## src/rtl/charge_mode_defines.svh

```systemverilog
`ifndef CHARGE_MODE_DEFINES_SVH
`define CHARGE_MODE_DEFINES_SVH

// register byte addresses
`define ADDR_CTRL          8'h00
`define ADDR_INPUT_CURRENT_LIMIT_SEL          8'h04
`define ADDR_FAST_PERIOD   8'h08
`define ADDR_STATUS        8'h0c
`define ADDR_INT_STATUS    8'h10
`define ADDR_INT_MASK      8'h14

// control register fields and reset value
`define CTRL_EN_BIT        0
`define CTRL_PIN_FN_BIT    1
`define CTRL_FAULT_CLR_BIT 2
`define CTRL_RESET         2'h1

// input current limit codes
`define INPUT_CURRENT_LIMIT_SEL_100MA         3'h0
`define INPUT_CURRENT_LIMIT_SEL_150MA         3'h1
`define INPUT_CURRENT_LIMIT_SEL_300MA         3'h2
`define INPUT_CURRENT_LIMIT_SEL_500MA         3'h3
`define INPUT_CURRENT_LIMIT_SEL_900MA         3'h4
`define INPUT_CURRENT_LIMIT_SEL_1500MA        3'h5
`define INPUT_CURRENT_LIMIT_SEL_MAX_CODE      3'h5
`define INPUT_CURRENT_LIMIT_SEL_RESET         `INPUT_CURRENT_LIMIT_SEL_100MA

// fast charge period in minutes
`define FAST_PERIOD_RESET  8'h78

// charger status codes
`define STAT_OFF           3'h0
`define STAT_TRICKLE       3'h1
`define STAT_FAST_CC       3'h2
`define STAT_FAST_CV       3'h3
`define STAT_WEAK          3'h4
`define STAT_STOPPED       3'h5
`define STAT_FAULT         3'h7

// status register field positions
`define STATUS_LIMIT_BIT   3
`define STATUS_INPUT_CURRENT_LIMIT_SEL_LSB    4
`define STATUS_ACTIVE_BIT  7

// interrupt status bits
`define INT_MODE_BIT       0
`define INT_FAULT_BIT      1
`define INT_LIMIT_BIT      2
`define INT_STOP_BIT       3
`define INT_WIDTH          4

// bus responses
`define RESP_OKAY          2'h0
`define RESP_SLVERR        2'h2

// timing
`define CLK_FREQ_HZ        25000000
`define SEC_PER_MIN        60
`define TICKS_PER_MIN      (`CLK_FREQ_HZ * `SEC_PER_MIN)
`define TRICKLE_TIMEOUT_MIN 60

`endif

```

## src/rtl/charge_mode_pkg.sv

```systemverilog
package charge_mode_pkg;

    // charge sequencer states, one-hot
    typedef enum logic [6:0] {
        ST_OFF     = 7'b0000001,
        ST_TRICKLE = 7'b0000010,
        ST_WEAK    = 7'b0000100,
        ST_FAST_CC = 7'b0001000,
        ST_FAST_CV = 7'b0010000,
        ST_STOPPED = 7'b0100000,
        ST_FAULT   = 7'b1000000
    } charge_state_t;

    // order of the synchronised comparator inputs
    typedef enum int {
        IN_ABOVE_DEAD   = 0,
        IN_ABOVE_WEAK   = 1,
        IN_AT_TERM      = 2,
        IN_BELOW_END    = 3,
        IN_BELOW_RECH   = 4,
        IN_ISO_BELOW_SP = 5,
        IN_LIMIT_HIT    = 6,
        IN_LIMIT_PIN    = 7
    } sync_index_t;

endpackage : charge_mode_pkg

```

## src/rtl/charge_timer.sv

```systemverilog
`timescale 1ns/1ps
`include "charge_mode_defines.svh"

module charge_timer #(
    parameter int unsigned TICKS_PER_MIN = `TICKS_PER_MIN
) (
    // clock and reset
    input  wire logic       aclk,
    input  wire logic       aresetn,
    // control
    input  wire logic       run,
    input  wire logic [7:0] limit_min,
    // result
    output logic            expired
);

    logic [30:0] tick;
    logic [7:0]  minutes;
    wire         minute_done = (tick == 31'(TICKS_PER_MIN - 1));

    // minute prescaler and minute count, cleared whenever not running
    always_ff @(posedge aclk) begin
        if (!aresetn || !run) begin
            tick    <= 31'h0;
            minutes <= 8'h0;
        end else if (minute_done) begin
            tick    <= 31'h0;
            minutes <= (minutes == 8'hff) ? minutes : minutes + 8'h1;
        end else begin
            tick    <= tick + 31'h1;
        end
    end

    // expiry stays high until the run is withdrawn
    always_ff @(posedge aclk) begin
        if (!aresetn || !run) begin
            expired <= 1'b0;
        end else if (minutes >= limit_min) begin
            expired <= 1'b1;
        end
    end

endmodule : charge_timer

```

## src/rtl/charge_mode_controller.sv

```systemverilog
// Implementation choices: the address map and the AXI4-Lite slave port.
`timescale 1ns/1ps
`include "charge_mode_defines.svh"

// Summary of operation
// - limit resets 100 mA; written value other than 100 mA beats pin
// - default limit plus pin: low 100, high 500
// - limit codes 100,150,300,500,900,1500 mA
// - flag when input limit restricts fast charge
// - below dead threshold: trickle, trickle code
// - trickle: isolation off, regulator at trickle setpoint
// - trickle over 60 minutes: stop, fault code
// - dead to weak threshold: weak charge mode
// - weak mode holds input limit at 100 mA
// - weak: 20 mA trickle branch, residual to battery
// - fast CC: isolation switch regulates system node
// - termination reached: constant voltage, code 011
// - fast period expires before termination: fault
// - expiry in CV: stop, no fault, recharge resumes
// - charge enable low disables all charging
module charge_mode_controller
    import charge_mode_pkg::*;
#(
    parameter int unsigned TICKS_PER_MIN = `TICKS_PER_MIN
) (
    // clock and reset
    input  wire logic        aclk,
    input  wire logic        aresetn,
    // axi4-lite write address
    input  wire logic [7:0]  s_axi_awaddr,
    input  wire logic        s_axi_awvalid,
    output logic             s_axi_awready,
    // axi4-lite write data
    input  wire logic [31:0] s_axi_wdata,
    input  wire logic [3:0]  s_axi_wstrb,
    input  wire logic        s_axi_wvalid,
    output logic             s_axi_wready,
    // axi4-lite write response
    output logic [1:0]       s_axi_bresp,
    output logic             s_axi_bvalid,
    input  wire logic        s_axi_bready,
    // axi4-lite read address
    input  wire logic [7:0]  s_axi_araddr,
    input  wire logic        s_axi_arvalid,
    output logic             s_axi_arready,
    // axi4-lite read data
    output logic [31:0]      s_axi_rdata,
    output logic [1:0]       s_axi_rresp,
    output logic             s_axi_rvalid,
    input  wire logic        s_axi_rready,
    // comparators and pin from the power stage
    input  wire logic        bat_above_dead,
    input  wire logic        bat_above_weak,
    input  wire logic        bat_at_term,
    input  wire logic        chg_below_end,
    input  wire logic        bat_below_recharge,
    input  wire logic        iso_below_setpoint,
    input  wire logic        input_limit_hit,
    input  wire logic        limit_select_pin,
    // power stage controls
    output logic             trickle_branch_en,
    output logic             trickle_weak_level,
    output logic             main_charge_en,
    output logic             iso_switch_on,
    output logic             iso_regulate_en,
    output logic             ldo_trickle_setpoint,
    output logic             cv_regulate_en,
    output logic [2:0]       active_input_current_limit_sel_code,
    // status
    output logic             input_limit_active_flag,
    output logic [2:0]       charger_status,
    output logic             irq
);

    // two-stage synchronisers for every comparator and pin input from the power stage
    wire  [7:0] raw_in = {limit_select_pin, input_limit_hit, iso_below_setpoint, bat_below_recharge,
                          chg_below_end, bat_at_term, bat_above_weak, bat_above_dead};
    logic [7:0] sync_s1;
    logic [7:0] sync_s2;
    genvar gi;
    generate
        for (gi = 0; gi < 8; gi++) begin : g_sync
            always_ff @(posedge aclk) begin
                if (!aresetn) begin
                    sync_s1[gi] <= 1'b0;
                    sync_s2[gi] <= 1'b0;
                end else begin
                    sync_s1[gi] <= raw_in[gi];
                    sync_s2[gi] <= sync_s1[gi];
                end
            end
        end
    endgenerate

    // named views of the synchronised bits
    wire above_dead = sync_s2[IN_ABOVE_DEAD];
    wire above_weak = sync_s2[IN_ABOVE_WEAK];
    wire at_term    = sync_s2[IN_AT_TERM];
    wire below_rech = sync_s2[IN_BELOW_RECH];
    wire iso_low    = sync_s2[IN_ISO_BELOW_SP];
    wire limit_hit  = sync_s2[IN_LIMIT_HIT];
    wire pin_high   = sync_s2[IN_LIMIT_PIN];

    // register state
    logic [1:0]             ctrl;
    logic [2:0]             input_current_limit_sel;
    logic [7:0]             fast_charge_period;
    logic [`INT_WIDTH-1:0]  int_status;
    logic [`INT_WIDTH-1:0]  int_mask;
    charge_state_t          state;
    charge_state_t          next_state;

    // write channel holding
    logic        aw_full;
    logic        w_full;
    logic [7:0]  wr_addr;
    logic [31:0] wr_data;
    logic [3:0]  wr_strb;

    wire aw_hs    = s_axi_awvalid && s_axi_awready;
    wire w_hs     = s_axi_wvalid && s_axi_wready;
    wire ar_hs    = s_axi_arvalid && s_axi_arready;
    wire do_write = aw_full && w_full && !s_axi_bvalid;
    wire lane0    = wr_strb[0];

    function automatic logic addr_mapped(input logic [7:0] a);
        addr_mapped = (a == `ADDR_CTRL) || (a == `ADDR_INPUT_CURRENT_LIMIT_SEL) || (a == `ADDR_FAST_PERIOD) ||
                      (a == `ADDR_STATUS) || (a == `ADDR_INT_STATUS) || (a == `ADDR_INT_MASK);
    endfunction : addr_mapped

    wire wr_ctrl   = do_write && lane0 && (wr_addr == `ADDR_CTRL);
    wire wr_input_current_limit_sel   = do_write && lane0 && (wr_addr == `ADDR_INPUT_CURRENT_LIMIT_SEL);
    wire wr_period = do_write && lane0 && (wr_addr == `ADDR_FAST_PERIOD);
    wire wr_mask   = do_write && lane0 && (wr_addr == `ADDR_INT_MASK);
    wire fault_clr = wr_ctrl && wr_data[`CTRL_FAULT_CLR_BIT];
    wire rd_int    = ar_hs && (s_axi_araddr == `ADDR_INT_STATUS);
    wire charge_en = ctrl[`CTRL_EN_BIT];

    // write address and data taken in either order, response after both
    always_ff @(posedge aclk) begin
        if (!aresetn) begin
            aw_full       <= 1'b0;
            w_full        <= 1'b0;
            s_axi_awready <= 1'b0;
            s_axi_wready  <= 1'b0;
            s_axi_bvalid  <= 1'b0;
            s_axi_bresp   <= `RESP_OKAY;
            wr_addr       <= 8'h0;
            wr_data       <= 32'h0;
            wr_strb       <= 4'h0;
        end else begin
            if (aw_hs) begin
                aw_full       <= 1'b1;
                wr_addr       <= s_axi_awaddr;
                s_axi_awready <= 1'b0;
            end else if (!aw_full && !s_axi_bvalid) begin
                s_axi_awready <= 1'b1;
            end
            if (w_hs) begin
                w_full       <= 1'b1;
                wr_data      <= s_axi_wdata;
                wr_strb      <= s_axi_wstrb;
                s_axi_wready <= 1'b0;
            end else if (!w_full && !s_axi_bvalid) begin
                s_axi_wready <= 1'b1;
            end
            if (do_write) begin
                s_axi_bvalid <= 1'b1;
                s_axi_bresp  <= addr_mapped(wr_addr) ? `RESP_OKAY : `RESP_SLVERR;
            end else if (s_axi_bvalid && s_axi_bready) begin
                s_axi_bvalid <= 1'b0;
                aw_full      <= 1'b0;
                w_full       <= 1'b0;
            end
        end
    end

    // software registers; unsupported limit codes are ignored
    always_ff @(posedge aclk) begin
        if (!aresetn) begin
            ctrl                    <= `CTRL_RESET;
            input_current_limit_sel <= `INPUT_CURRENT_LIMIT_SEL_RESET;
            fast_charge_period      <= `FAST_PERIOD_RESET;
            int_mask                <= '0;
        end else begin
            if (wr_ctrl) ctrl <= wr_data[1:0];
            if (wr_input_current_limit_sel && wr_data[2:0] <= `INPUT_CURRENT_LIMIT_SEL_MAX_CODE) begin
                input_current_limit_sel <= wr_data[2:0];
            end
            if (wr_period) fast_charge_period <= wr_data[7:0];
            if (wr_mask) int_mask <= wr_data[`INT_WIDTH-1:0];
        end
    end

    // effective input limit selection
    wire sel_is_default = (input_current_limit_sel == `INPUT_CURRENT_LIMIT_SEL_RESET);
    wire pin_selects    = sel_is_default && ctrl[`CTRL_PIN_FN_BIT];
    wire [2:0] pin_code = pin_high ? `INPUT_CURRENT_LIMIT_SEL_500MA : `INPUT_CURRENT_LIMIT_SEL_100MA;
    wire [2:0] host_or_pin = pin_selects ? pin_code : input_current_limit_sel;
    wire [2:0] next_input_current_limit_sel = (state == ST_WEAK) ? `INPUT_CURRENT_LIMIT_SEL_100MA : host_or_pin;

    // charge timers
    logic trickle_expired;
    logic fast_expired;
    charge_timer #(.TICKS_PER_MIN(TICKS_PER_MIN)) u_trickle_timer (
        .aclk      (aclk),
        .aresetn   (aresetn),
        .run       (state == ST_TRICKLE),
        .limit_min (8'(`TRICKLE_TIMEOUT_MIN)),
        .expired   (trickle_expired)
    );
    charge_timer #(.TICKS_PER_MIN(TICKS_PER_MIN)) u_fast_timer (
        .aclk      (aclk),
        .aresetn   (aresetn),
        .run       ((state == ST_FAST_CC) || (state == ST_FAST_CV)),
        .limit_min (fast_charge_period),
        .expired   (fast_expired)
    );

    // entry mode chosen from the battery comparisons
    wire charge_state_t entry_state = !above_dead ? ST_TRICKLE :
                                      !above_weak ? ST_WEAK :
                                      at_term     ? ST_FAST_CV : ST_FAST_CC;

    // mode sequencer next state
    always_comb begin
        next_state = state;
        unique case (state)
            ST_OFF:     if (charge_en) next_state = entry_state;
            ST_TRICKLE: if (trickle_expired) next_state = ST_FAULT;
                        else if (above_dead) next_state = above_weak ? ST_FAST_CC : ST_WEAK;
            ST_WEAK:    if (above_weak) next_state = ST_FAST_CC;
                        else if (!above_dead) next_state = ST_TRICKLE;
            ST_FAST_CC: if (at_term) next_state = ST_FAST_CV;
                        else if (fast_expired) next_state = ST_FAULT;
            ST_FAST_CV: if (fast_expired) next_state = ST_STOPPED;
            ST_STOPPED: if (below_rech) next_state = ST_FAST_CV;
            ST_FAULT:   if (fault_clr) next_state = ST_OFF;
            default:    next_state = ST_OFF;
        endcase
        if (!charge_en && state != ST_FAULT) next_state = ST_OFF;
    end

    always_ff @(posedge aclk) begin
        if (!aresetn) state <= ST_OFF;
        else          state <= next_state;
    end

    // status code per mode
    function automatic logic [2:0] status_code(input charge_state_t s);
        unique case (s)
            ST_TRICKLE: status_code = `STAT_TRICKLE;
            ST_WEAK:    status_code = `STAT_WEAK;
            ST_FAST_CC: status_code = `STAT_FAST_CC;
            ST_FAST_CV: status_code = `STAT_FAST_CV;
            ST_STOPPED: status_code = `STAT_STOPPED;
            ST_FAULT:   status_code = `STAT_FAULT;
            default:    status_code = `STAT_OFF;
        endcase
    endfunction : status_code

    wire in_fast       = (state == ST_FAST_CC) || (state == ST_FAST_CV);
    wire next_limit    = in_fast && limit_hit;
    wire [`INT_WIDTH-1:0] events;
    assign events[`INT_MODE_BIT]  = (next_state != state);
    assign events[`INT_FAULT_BIT] = (next_state == ST_FAULT) && (state != ST_FAULT);
    assign events[`INT_LIMIT_BIT] = next_limit && !input_limit_active_flag;
    assign events[`INT_STOP_BIT]  = (next_state == ST_STOPPED) && (state != ST_STOPPED);

    // power stage controls and status, registered from the current mode
    always_ff @(posedge aclk) begin
        if (!aresetn) begin
            trickle_branch_en       <= 1'b0;
            trickle_weak_level      <= 1'b0;
            main_charge_en          <= 1'b0;
            iso_switch_on           <= 1'b0;
            iso_regulate_en         <= 1'b0;
            ldo_trickle_setpoint    <= 1'b0;
            cv_regulate_en          <= 1'b0;
            active_input_current_limit_sel_code        <= `INPUT_CURRENT_LIMIT_SEL_RESET;
            input_limit_active_flag <= 1'b0;
            charger_status          <= `STAT_OFF;
        end else begin
            trickle_branch_en       <= (state == ST_TRICKLE) || (state == ST_WEAK);
            trickle_weak_level      <= (state == ST_WEAK);
            main_charge_en          <= (state == ST_WEAK) || in_fast;
            iso_switch_on           <= (state == ST_WEAK) || in_fast;
            iso_regulate_en         <= (state == ST_WEAK) || ((state == ST_FAST_CC) && iso_low);
            ldo_trickle_setpoint    <= (state == ST_TRICKLE);
            cv_regulate_en          <= (state == ST_FAST_CV);
            active_input_current_limit_sel_code        <= next_input_current_limit_sel;
            input_limit_active_flag <= next_limit;
            charger_status          <= status_code(state);
        end
    end

    // sticky events, a read clears them but a new event wins
    always_ff @(posedge aclk) begin
        if (!aresetn) begin
            int_status <= '0;
            irq        <= 1'b0;
        end else begin
            int_status <= (int_status & ~(rd_int ? int_status : '0)) | events;
            irq        <= |(int_status & int_mask);
        end
    end

    // read data mux
    wire [31:0] status_word = {24'h0, (state != ST_OFF) && (state != ST_FAULT), active_input_current_limit_sel_code,
                               input_limit_active_flag, charger_status};
    wire [31:0] rd_word = (s_axi_araddr == `ADDR_CTRL)        ? {30'h0, ctrl} :
                          (s_axi_araddr == `ADDR_INPUT_CURRENT_LIMIT_SEL)        ? {29'h0, input_current_limit_sel} :
                          (s_axi_araddr == `ADDR_FAST_PERIOD) ? {24'h0, fast_charge_period} :
                          (s_axi_araddr == `ADDR_STATUS)      ? status_word :
                          (s_axi_araddr == `ADDR_INT_STATUS)  ? {28'h0, int_status} :
                          (s_axi_araddr == `ADDR_INT_MASK)    ? {28'h0, int_mask} : 32'h0;

    // read channel
    always_ff @(posedge aclk) begin
        if (!aresetn) begin
            s_axi_arready <= 1'b0;
            s_axi_rvalid  <= 1'b0;
            s_axi_rdata   <= 32'h0;
            s_axi_rresp   <= `RESP_OKAY;
        end else if (ar_hs) begin
            s_axi_arready <= 1'b0;
            s_axi_rvalid  <= 1'b1;
            s_axi_rdata   <= rd_word;
            s_axi_rresp   <= addr_mapped(s_axi_araddr) ? `RESP_OKAY : `RESP_SLVERR;
        end else if (s_axi_rvalid && s_axi_rready) begin
            s_axi_rvalid  <= 1'b0;
        end else if (!s_axi_rvalid) begin
            s_axi_arready <= 1'b1;
        end
    end
endmodule : charge_mode_controller

```

## config.mk

```make
export PLATFORM = sky130hd
export DESIGN_NAME = charge_mode_controller
export DESIGN_NICKNAME = d
export VERILOG_FILES = /design/src/rtl/charge_mode_pkg.sv /design/src/rtl/charge_timer.sv /design/src/rtl/charge_mode_controller.sv
export VERILOG_INCLUDE_DIRS = /design/src /design/src/rtl
export SDC_FILE = /design/constraint.sdc
export NUM_CORES = 1
export LEC_CHECK = 0
export BUFFER_PORTS_ARGS = -buffer_cell sky130_fd_sc_hd__buf_4
export CAP_MARGIN = 10
export CORE_MARGIN = 1.5
export CORE_UTILIZATION = 40
export CTS_BUF_LIST = sky130_fd_sc_hd__clkbuf_8
export CTS_CLUSTER_SIZE = 30
export DETAILED_ROUTE_END_ITERATION = 12
export HOLD_SLACK_MARGIN = 0.08
export SLEW_MARGIN = 20
export SYNTH_ARGS = -nofsm -noshare
export SYNTH_HDL_FRONTEND = slang
export SYNTH_SLANG_ARGS = --single-unit
export TNS_END_PERCENT = 100
```

## constraint.sdc

```tcl
create_clock -name aclk -period 2.5 [get_ports aclk]
set_clock_uncertainty 0.2 [all_clocks]
set_input_delay 0.25 -clock aclk [delete_from_list [all_inputs] [get_ports aclk]]
set_output_delay 0.25 -clock aclk [all_outputs]
set_load 0.01 [all_outputs]
```

Word-level counts from Yosys, hierarchy flattened
Cells that the tools add are included.

Flip-flop bits (word level): 196. Logic and storage cells: 194.

$add $sub $neg: 4. Order comparisons: 3. Equal/unequal tests: 27. Muxes and demuxes: 38. Bitwise logic cells: 9. Reduce and logical (&&, ||, !) cells: 64.

Operators with widths (count): $mux W7 (11); $add A31 B1 Y31 const B (2); $eq A31 B31 Y1 const B (2); $pmux W7 S7 (1); $eq A8 B4 Y1 const B (4); $eq A8 B5 Y1 const B (4); $mux W8 (4); $logic_and A1 B1 Y1 (25); $pmux W3 S6 (1); $add A8 B1 Y8 const B (2); $eq A8 B3 Y1 const B (2); $eq A8 B8 Y1 const B (2); $logic_not A8 Y1 (2); $logic_or A1 B1 Y1 (16); $mux W4 (4); $mux W5 (3); $eq A7 B6 Y1 const B (2); $eq A7 B7 Y1 const B (2); $reduce_or A2 Y1 (6); $mux W1 (10); $and A4 B4 Y4 (2); $ge A8 B6 Y1 const B (1); $ge A8 B8 Y1 (1); $logic_not A1 Y1 (8); other kinds (19) (28).

Longest topological paths before layout
Gate-level depths: netlist of run 1.

Depth after elaboration: 11. Gate-level depth with buffers: 10. Mapped depth without buffers: 10.

Hierarchy
From an unflattened synthesis of run 1, not the netlist that was laid out.

Cells, all modules: 957. Area total of the unflattened synthesis: 8111.5 µm².

Modules (own cells, without submodules): charge_mode_controller (instances 1, cells an instance 472, area each 4016.4 µm², seq. area each 1801.7 µm²); charge_timer (u_fast_timer) (instances 1, cells an instance 247, area each 2064.5 µm², seq. area each 800.8 µm²); charge_timer (u_trickle_timer) (instances 1, cells an instance 238, area each 2030.7 µm², seq. area each 800.8 µm²).

Worst setup path before layout of run 1
No wires, ideal clock.

Path type: reg2reg. From: reg u_fast_timer.tick[0]. To: reg u_fast_timer.minutes[5]. Data arrival time: 2139 ps. Data required time: 2227 ps. Path slack: 88 ps. Stages on the path, launching flop included: 9. Buffers on the path: 0. Clock period less this slack: 2412 ps. Cells stage by stage: dfxtp_1 > ha_1 > nand3_1 > nor3_1 > nand4_2 > a31oi_4 > nand4_4 > or3_1 > a21oi_1.

Cells in the longest elaborated chain, start to end: 2.

Ends and longest elaborated chain: start, declared (line charge_timer.sv:17) `logic [30:0] tick;`; start signal, assigned (line charge_timer.sv:30) `tick <= tick + 31'h1;`; $eq A31 B31 Y1 (line charge_timer.sv:19) `wire minute_done = (tick == 31'(TICKS_PER_MIN - 1));`; $reduce_and A2 Y1 (no line); end signal, assigned (line charge_timer.sv:28) `minutes <= (minutes == 8'hff) ? minutes : minutes + 8'h1;`; end, declared (line charge_timer.sv:18) `logic [7:0] minutes;`.

No other way between the ends. A chain may end at the register's enable or synchronous reset.

Worst setup path after layout of run 1
From: reg state[4]. To: reg int_status[3].

Cells in the longest elaborated chain, start to end: 7. Elaborated cells between the ends (all ways): 25. Those cells by class: eq/ne: 10; mux: 12; bitwise: 1; reduce/logical: 2.

Ends and longest elaborated chain: start, declared (line charge_mode_controller.sv:110) `charge_state_t state;`; start signal, assigned (line charge_mode_controller.sv:246) `else state <= next_state;`; $mux W7, on equally long branches (line charge_mode_controller.sv:235, charge_mode_controller.sv:231, charge_mode_controller.sv:233); $mux W7, on equally long branches (line charge_mode_controller.sv:234, charge_mode_controller.sv:230, charge_mode_controller.sv:232); $pmux W7 S7 (line charge_mode_controller.sv:228) `unique case (state)`; $mux W7 (line charge_mode_controller.sv:241) `if (!charge_en && state != ST_FAULT) next_state = ST_OFF;`; $eq A7 B6 Y1 (line charge_mode_controller.sv:268) `` assign events[`INT_STOP_BIT] = (next_state == ST_STOPPED) && (state != ST_STOPPED); ``; $logic_and A1 B1 Y1 * (line charge_mode_controller.sv:268); $or A4 B4 Y4 * (line charge_mode_controller.sv:303) `int_status <= (int_status & ~(rd_int ? int_status : '0)) | events;`; end signal, assigned (line charge_mode_controller.sv:303); end, declared (line charge_mode_controller.sv:108) `` logic [`INT_WIDTH-1:0] int_status; ``.

Every way passes the cells marked *; elsewhere a longest branch is shown, timed or not.

==> results.tsv, run 1 <==
metric	value	unit
status	finished clean	
Synth cell types	60	
Final Hold Viols	0	
fin crit share	0.972	
area of the multi-input gates	4040	sq um
critical-path maximum fanout	6	
post-route ant nets	0	
RSZ-0062 raised after global routing	true	
# rows	50	
Worst Setup End Kind	flop	
EDFF count, synth	0	
gr usage total	0.180	
Post-synth top flop	dfxtp_1	
Fin Hold WS	0.136	ns
initial antenna violation count	0	
Seq/Total Area, Yosys	0.444	
Routed WL	17800	microns
via count	6631	
CP peak stage delay	0.48	ns
Worst path top cell family by delay	simple AND/OR/NAND/NOR gates	
I/O Buffers	68	
fin. max-slew vios	0	
Final nets	1164	
buffers and inverters on the worst path	0	
Core ar.	18800	sq um
drt via density	4.98	
clock latency on the worst-skew pair	0.47	ns
1st-pass router iterations	6	
gr ovfl total	0	
worst-path cell chain	nor3_4 -> nand2_1 -> or4_4 -> nor4bb_4 -> a31oi_1 -> o21ai_1 -> or4_1 -> a21oi_1	
dpl ws	-0.00786	ns
power per cell area	543	nW/um^2
Critical-path top delay cell	or4_1	
Starting Density	0.409	
fin crit period	2.43	ns
Worst-path clk slew	0.10	ns
TritonCTS clock tree	built	
first-pass GRT wire length	29000	microns
setup ws final	0.0698	ns
Syn. warnings	0	
DR WL/cell	13.4	microns
HPWL after DPL	12400	microns
# IOs	123	
Register Area	3420	sq um
Syn Area/Cell	8.44	sq um
RD Place Congestion	0.897	
# diodes	0	
largest net degree at the start of global routing	46	
Leak	3.89	nW
share of layout cells above drive strength 1	0.191	
Worst Hold Class	primary input to flop	
ys async rst share	0	
H-tree levels	4	
Max Clk Rate	411	MHz
Area Overhead vs Synth	28.4	%
CTS max path bufs	2	
Final Setup Violations	0	
CTS buffer count	17	
DRC	0	
Max Cap Viol	0	
Crit Path Class	flop to flop	
clock sinks	170	
Die ar.	20000	sq um
vias in the first global route	5949	
die width	141	microns
critical path required time	2.71	ns
die height	141	microns
VDD IR-drop max	0.341	mV
Startpoint Class	flop	
Iter 0 DRT Violations	461	
Root Driver	clkbuf_8	
Gate Count Post-Synth	909	
Post-Syn Area	7670	sq um
crit path DAT	2.64	ns
FF+latch count, synth	170	
filler cell count	1813	
## synth_stat cells, drive strengths merged (2+ instances only)
| library cell | instances | area (sq um) |
|---|---|---|
| dfxtp | 170 | 3400 |
| nor2 | 147 | 554 |
| nand2 | 85 | 319 |
| a21oi | 50 | 250 |
| inv | 40 | 150 |
| buf | 35 | 239 |
| nand3 | 35 | 175 |
| xnor2 | 33 | 289 |
| xor2 | 33 | 289 |
| nor3 | 31 | 160 |
| mux2i | 25 | 250 |
| clkbuf | 24 | 90.1 |
| o21ai | 24 | 120 |
| and2 | 21 | 131 |
| nand4 | 20 | 146 |
| and3 | 16 | 100 |
| ha | 13 | 163 |
| or3 | 13 | 81.3 |
| nor4 | 9 | 62.6 |
| a22oi | 8 | 60.1 |
| nand2b | 8 | 50.1 |
| nor2b | 7 | 43.8 |
| nor4b | 7 | 67.6 |
| o211ai | 6 | 45.0 |
| a31oi | 5 | 46.3 |
| or2 | 5 | 31.3 |
| a211oi | 3 | 22.5 |
| a21o | 3 | 22.5 |
| nand4b | 3 | 26.3 |
| nor4bb | 3 | 30.0 |
| o22ai | 3 | 18.8 |
| or4 | 3 | 22.5 |
| a41oi | 2 | 17.5 |
| mux4 | 2 | 45.0 |
| or4b | 2 | 20.0 |
## sequential cells by signal (all words and copies together) (netlist names), 4 cells and up
name and flops:
wr_addr 8, state 7, fast_charge_period 8, wr_data 8, u_trickle_timer.tick 31, int_mask 4, sync_s1 7, int_status 4
s_axi_rdata 8, u_fast_timer.tick 31, u_trickle_timer.minutes 8, u_fast_timer.minutes 8
## worst min-delay path, stage by stage
cell and delay, ns:
buf_4 0.07, nand2_1 0.07, buf_4 0.19, a21oi_1 0.15
nor2_1 0.04
## logic make-up after synthesis
logic type / Yosys count / share of synthesized area
AOI/OAI and AO/OA: 114 / 0.0902
DFF: 170 / 0.444
other: 1 / 0.000489
adders and majority gates: 13 / 0.0212
buffers and inverters: 99 / 0.0625
muxes: 27 / 0.0385
xor gates and xnor gates: 66 / 0.0754
and+or+nand+nor: 419 / 0.268
## cell type report
type | count | area share
multi-input cells | 665 | 0.410
flip-flops and latches | 170 | 0.347
repair buffers | 190 | 0.161
well taps | 234 | 0.0297
clock buffers | 18 | 0.0252
inverters | 40 | 0.0152
clock inverters | 14 | 0.0116
## worst paths after layout
| kind | endpoint | depth (start not counted) | slack, ns | from |
|---|---|---|---|---|
| max | int_status[3]$_SDFF_PN0_ | 8 | 0.07 | state[4]$_SDFF_PN0_ |
| min | s_axi_rdata[5]$_SDFFE_PN0P_ | 5 | 0.14 | s_axi_arvalid |
| max reg2reg | int_status[3]$_SDFF_PN0_ | 8 | 0.07 | state[4]$_SDFF_PN0_ |
| min reg2reg | at_term$_SDFF_PN0_ | 1 | 0.24 | sync_s1[2]$_SDFF_PN0_ |
## what timing repair did
item / 4_1_cts / 5_1_grt
hold buffers: 55 / 0
gates resized for setup: 3 / 34
pin swaps: 0 / 11
hold endpoints to repair: 49 / 0
buffers inserted: 0 / 2
endpoints found under the setup margin: 1 / 16
## through the flow
step	area, sq um	power, mW	setup TNS, ns	std cells	util
finish	9850	5.35	0	1331	0.525
global route	9850	5.59	-0.117	1331	0.525
CTS	9670	5.36	0	1329	0.515
detailed placement	8750	3.51	-0.00786	1242	0.466
global placement	8750	3.51	0	1242	0.466
floorplan	7760	3.28	0	934	-
## power by group
| part | switching, mW | internal, mW |
|---|---|---|
| sequential | 0.0705 | 2.77 |
| combinational | 0.355 | 0.352 |
| clock | 1.07 | 0.731 |
| total | 1.50 | 3.85 |
## layout by cell type, fill, tap and decap left out, types with 25 or more instances in the layout
cell type      netlist  routed
nor2_1             146     144
xor2_1              33      33
dlygate4sd3_1        0      55
dfxtp_1            170     164
nand2_1             85      85
xnor2_1             33      33
a21oi_1             50      49
inv_1               40      39
mux2i_1             25      25
conb_1               1      26
buf_4               27     133
nand3_1             35      32
## routing by layer
metal,global-route usage,vias up,routed length [microns]
li1,-,3393,-
met1,0.245,3084,8630
met2,0.284,126,8220
met3,0.0385,28,610
met4,0.0619,0,330
met5,0,-,0
No activity file was read; power rests on OpenSTA's default activity.
==> run 2: changes to the inputs <==
Settings changed: SYNTH_HIERARCHICAL set to 1.
==> results.tsv, run 2 <==
metric	value	unit	change
Final Setup Violations	0		unchanged
critical path required time	2.70	ns	about the same
TritonCTS clock tree	built		
Synth cell types	68		+13%
Root Driver	clkbuf_8		
I/O Buffers	68		unchanged
power per cell area	527	nW/um^2	-3.0%
H-tree levels	4		unchanged
post-route ant nets	0		unchanged
share of layout cells above drive strength 1	0.189		-0.00105
Crit Path Class	flop to flop		
slew margin rel.	0.604		
Fin Hold WS	0.130	ns	-0.00557 ns
fin. max-slew vios	0		unchanged
CP peak stage delay	0.60	ns	+0.12 ns
Starting Density	0.413		+0.00399
Critical Path Most Common Cell	or4_4		
ys async rst share	0		unchanged
Core ar.	19700	sq um	+4.7%
clock latency on the worst-skew pair	0.46	ns	about the same
largest cells by area after synthesis	dfxtp_1, nor2_1, xor2_1		
# IOs	123		unchanged
Synth top cells by count	dfxtp_1, nor2_1, nand2_1, a21oi_1, nand3_1		
Seq/Total Area, Yosys	0.420		-0.0241
die width	145	microns	+2.8%
met2 routed WL	8750	microns	+6.4%
first-pass GRT wire length	31900	microns	+10%
clock sinks	170		unchanged
drt via density	5.05		+1.4%
Startpoint Class	flop		
Largest regs	u_fast_timer/tick (31), u_trickle_timer/tick (31)		
top layer in use	met4		
largest net degree at the start of global routing	31		-33%
area share of fa/ha/maj cells after synthesis	0.0308		+0.00965
Worst path top cell family by delay	simple AND/OR/NAND/NOR gates		
Final nets	1214		+4.3%
M1 wire length	9880	microns	+14%
Area Overhead vs Synth	25.8	%	
via count	7098		+7.0%
most frequent cell after synthesis	dfxtp_1		
VDD IR-drop max	0.335	mV	-1.5%
gr ovfl total	0		unchanged
worst-margin pin slew	0.588	ns	
Compound-Gate Fraction of Synth Area	0.0963		+0.00605
critical-path maximum fanout	6		unchanged
vias in the first global route	6544		+10%
met3 WL	670	microns	+9.8%
CTS max path bufs	2		unchanged
Routed WL	19500	microns	+9.3%
CTS buffer count	17		unchanged
fin crit share	0.974		+0.00146
DR WL/cell	13.9	microns	+3.6%
HPWL after DPL	13800	microns	+12%
Worst Hold Class	primary input to flop		
Critical-path top delay cell	or4_4		
Yosys top cell by area	dfxtp_1		
# diodes	0		unchanged
FF+latch count, synth	170		unchanged
Syn. warnings	6		+6
Worst Setup End Kind	flop		
EDFF count, synth	0		unchanged
Leak	4.02	nW	+3.5%
gr usage total	0.182		+0.00249
initial antenna violation count	0		unchanged
crit path DAT	2.63	ns	about the same
Post-Syn Area	8110	sq um	+5.7%
Max Clk Rate	411	MHz	-0.15%
simple logic cell fraction of the synthesized area	0.290		+0.0215
1st-pass router iterations	8		+2
RD Place Congestion	0.871		-2.9%
RSZ-0062 raised after global routing	false		
Post-synth top flop	dfxtp_1		
die height	145	microns	+2.8%
Gate Count Post-Synth	957		+5.3%
fin crit period	2.43	ns	+0.00366 ns
Max Cap Viol	0		unchanged
Worst-path clk slew	0.10	ns	about the same
buffers and inverters on the worst path	0		unchanged
Syn Area/Cell	8.48	sq um	+0.44%
DRC	0		unchanged
post-synth top area share	0.420		-0.0241
proportion of synthesized area in mux cells	0.0361		-0.00240
most common cell after layout, fill and taps aside	dfxtp_1		
# rows	51		+2.0%
most frequent cells in the layout	dfxtp_1, buf_4, nor2_1, nand2_1, a21oi_1		
largest family of logic cells by synthesized area	simple AND/OR/NAND/NOR gates		
Final Core Density	0.519		-0.00563
Synth Area in XOR/XNOR	0.0637		-0.0116
Final Hold Viols	0		unchanged
Die ar.	21100	sq um	+5.6%
Iter 0 DRT Violations	409		-11%
worst-path cell chain	or4_4 -> or4_4 -> or4_1 -> a21oi_1		
status	finished clean		
-- run 2: changes by cell type in the layout (fill, tap and decap cells not counted), sizes merged, moves of 11 or more --
cell | before | now
buf | 135 | 146
dlygate4sd3 | 55 | 40
nand3 | 35 | 54
nand4 | 20 | 36
nor2 | 147 | 132
nor3 | 31 | 18
or4 | 3 | 15
xnor2 | 33 | 18
-- run 2: cells by family after synthesis --
kind of cell             count (synthesis)
AND/OR/NAND/NOR                        450
flip-flops                             170
AO/OA/AOI/OAI                          124
buffers and inverters                  103
XOR/XNOR                                59
multiplexers                            29
adder cells (fa/ha/maj)                 20
other                                    2
-- run 2: area by class of cell --
| cell class | count | area [sq um] |
|---|---|---|
| Clock buffer | 17 | 234 |
| Multi-Input combinational cell | 717 | 4420 |
| Inverter | 35 | 131 |
| Fill cell | 1873 | 9450 |
| Timing Repair Buffer | 186 | 1520 |
| Tap cell | 265 | 332 |
| Clock inverter | 15 | 154 |
| Sequential cell | 170 | 3410 |
-- run 2: final timing paths --
check | from | endpoint | slack [ns] | cells past startpoint
setup / recovery | u_trickle_timer/tick[23]$_SDFF_PP0_ | u_trickle_timer/minutes[3]$_SDFFE_PP0P_ | 0.07 | 4
hold / removal | s_axi_araddr[1] | s_axi_rdata[7]$_SDFFE_PN0P_ | 0.13 | 6
setup reg to reg | u_trickle_timer/tick[23]$_SDFF_PP0_ | u_trickle_timer/minutes[3]$_SDFFE_PP0P_ | 0.07 | 4
hold reg to reg | sync_s1[5]$_SDFF_PN0_ | iso_low$_SDFF_PN0_ | 0.24 | 1
-- run 2: stage by stage --
step | setup slack (ns) | instances | power, mW | TNS [ns] | cell area [sq um]
CTS | 0.0260 | 1403 | 5.41 | 0 | 10100
global placement | -0.0977 | 1331 | 3.46 | -0.0977 | 9300
detailed placement | -0.103 | 1331 | 3.46 | -0.103 | 9300
floorplan | 0.00623 | 989 | 3.25 | 0 | 8230
global route | 0.0103 | 1405 | 5.63 | 0 | 10200
finish | 0.0661 | 1405 | 5.37 | 0 | 10200
-- run 2: per-layer routing --
layer	vias to the layer above	track usage
met3	12	0.0367
met4	0	0.0429
met5	-	0
met2	140	0.291
li1	3648	-
met1	3298	0.253
-- run 2: repair_timing --
action | 4_1_cts | 5_1_grt
setup endpoints to repair | 1 | 15
hold buffers | 40 | 0
pin swaps | 2 | 6
cloned | 0 | 1
hold endpoints to repair | 39 | 0
gates resized for setup | 1 | 21
buffers inserted | 0 | 1
-- run 2: worst register-to-register path: stages (launching register included) --
cell	delay [ns]
dfxtp_2	0.35
or4_4	0.57
or4_4	0.60
or4_1	0.51
a21oi_1	0.14
-- run 2: report_power, final --
group | internal [mW] | total [mW] | switching, mW
registers | 2.77 | 2.83 | 0.0674
clock network | 0.746 | 1.89 | 1.15
logic | 0.321 | 0.649 | 0.328
==> run 3: changes to the inputs <==
Settings changed: RECOVER_POWER set to 25.
Clock period 2.5 ns to 2.65 ns, I/O delays scaled along.
==> results.tsv, run 3 (synthesized netlist as in run 2, its figures left out) <==
metric	value	unit	change
critical-path maximum fanout	9		+3
Worst-path clk slew	0.09	ns	about the same
power per cell area	517	nW/um^2	-1.9%
Crit Path Class	flop to flop		
Worst Setup End Kind	flop		
drt via density	5.07		+0.32%
Final Setup Violations	0		unchanged
gr usage total	0.182		about the same
Starting Density	0.413		unchanged
Leak	3.77	nW	-6.4%
worst-margin pin slew	1.18	ns	+0.587 ns
Final nets	1188		-2.1%
Worst path top cell family by delay	compound AO/OA/AOI/OAI gates		
fin crit period	2.55	ns	+0.116 ns
# diodes	0		unchanged
CP peak stage delay	0.58	ns	-0.02 ns
Final Hold Viols	0		unchanged
die height	145	microns	unchanged
I/O Buffers	68		unchanged
most common cell after layout, fill and taps aside	dfxtp_1		
die width	145	microns	unchanged
Max Cap Viol	0		unchanged
buffers and inverters on the worst path	0		unchanged
Routed WL	19200	microns	-1.3%
1st-pass router iterations	5		-3
Die ar.	21100	sq um	unchanged
Root Driver	clkbuf_8		
Max Clk Rate	392	MHz	-4.6%
Core ar.	19700	sq um	unchanged
via count	6984		-1.6%
RD Place Congestion	0.884		+1.4%
CTS buffer count	17		unchanged
Area Overhead vs Synth	21.5	%	
gr ovfl total	0		unchanged
critical path required time	2.80	ns	+0.10 ns
setup ws final	0.0997	ns	+0.0336 ns
clock sinks	170		unchanged
RSZ-0062 raised after global routing	false		
Largest regs	u_fast_timer/tick (31), u_trickle_timer/tick (31)		
worst-path cell chain	or4_4 -> o41ai_2 -> o221ai_1 -> a221oi_2 -> nand3_1 -> o41a_1		
Critical-path top delay cell	or4_4		
dpl ws	-0.0519	ns	+0.0510 ns
CTS max path bufs	2		unchanged
initial antenna violation count	0		unchanged
Pwr Total	5.09	mW	-5.2%
slew margin rel.	0.217		-0.388
Fin Hold WS	0.110	ns	-0.0200 ns
Startpoint Class	flop		
most frequent cells in the layout	dfxtp_1, nor2_1, buf_4, nand2_1, a21oi_1		
status	finished clean		
DR WL/cell	13.9	microns	+0.61%
# IOs	123		unchanged
clock latency on the worst-skew pair	0.47	ns	about the same
HPWL after DPL	13500	microns	-2.0%
H-tree levels	4		unchanged
share of layout cells above drive strength 1	0.128		-0.0610
Worst Hold Class	primary input to flop		
Iter 0 DRT Violations	438		+7.1%
VDD IR-drop max	0.325	mV	-3.1%
post-route ant nets	0		unchanged
largest net degree at the start of global routing	56		+81%
fin. max-slew vios	0		unchanged
crit path DAT	2.70	ns	+0.07 ns
first-pass GRT wire length	31800	microns	about the same
vias in the first global route	6459		-1.3%
TritonCTS clock tree	built		
fin crit share	0.962		-0.0112
# rows	51		unchanged
DRC	0		unchanged
-- run 3: cell types whose count changed in the layout (fill, tap and decap cells not counted), moves of 4 or more --
| cell | previous run | this run |
|---|---|---|
| buf_4 | 144 | 86 |
| clkbuf_1 | 0 | 28 |
| dlygate4sd3_1 | 40 | 45 |
| nor4_2 | 5 | 1 |
| or4_4 | 7 | 3 |
-- run 3: what timing repair did --
| action | CTS | global route |
|---|---|---|
| hold buffers | 45 | 0 |
| endpoints found under the hold margin | 49 | 0 |
| setup endpoints to repair | 0 | 3 |
| buffers inserted | 0 | 0 |
| resized for setup | 0 | 10 |
-- run 3: report_power, final --
part           total (mW)  switching [mW]  internal [mW]
combinational       0.595           0.307          0.287
clock                1.83            1.04          0.783
sequential           2.67          0.0638           2.61
-- run 3: stage by stage --
step                area (sq um)   util  setup TNS [ns]  instances
floorplan                   8230      -               0        989
global placement            9090  0.462         -0.0417       1302
CTS                         9930  0.505               0       1378
global route                9860  0.502               0       1378
detailed placement          9090  0.462         -0.0519       1302
finish                      9860  0.502               0       1378
-- run 3: path summary, 6_finish.rpt --
check,startpoint,to,slack [ns],cells past startpoint
worst max-delay path,state[0]$_SDFF_PN1_,int_status[0]$_SDFF_PN0_,0.1,6
worst min-delay path,s_axi_arvalid,s_axi_arready$_SDFFE_PP0P_,0.11,3
worst max register to register,state[0]$_SDFF_PN1_,int_status[0]$_SDFF_PN0_,0.1,6
worst min register to register,u_trickle_timer/tick[0]$_SDFF_PP0_,u_trickle_timer/tick[0]$_SDFF_PP0_,0.24,1
-- run 3: metal layers --
| metal | GRT usage | vias to the layer above | routed length (microns) |
|---|---|---|---|
| met3 | 0.0326 | 23 | 754 |
| li1 | - | 3588 | - |
| met2 | 0.286 | 140 | 8510 |
| met5 | 0 | - | 0 |
| met1 | 0.252 | 3233 | 9660 |
| met4 | 0.0628 | 0 | 284 |
-- run 3: worst reg2reg max path, cell delays in order, from the launching register on --
cell and delay (ns):
dfxtp_1 0.42, or4_4 0.58, o41ai_2 0.36, o221ai_1 0.22, a221oi_2 0.20, nand3_1 0.10
o41a_1 0.37
-- run 3: layout make-up --
type | instances | area, sq um
inverter | 35 | 131
timing repair buffer | 161 | 1230
clock inverter | 14 | 158
tap | 265 | 332
multi-input combinational | 716 | 4370
clock buffer | 17 | 234
sequential | 170 | 3400
fill | 1947 | 9800
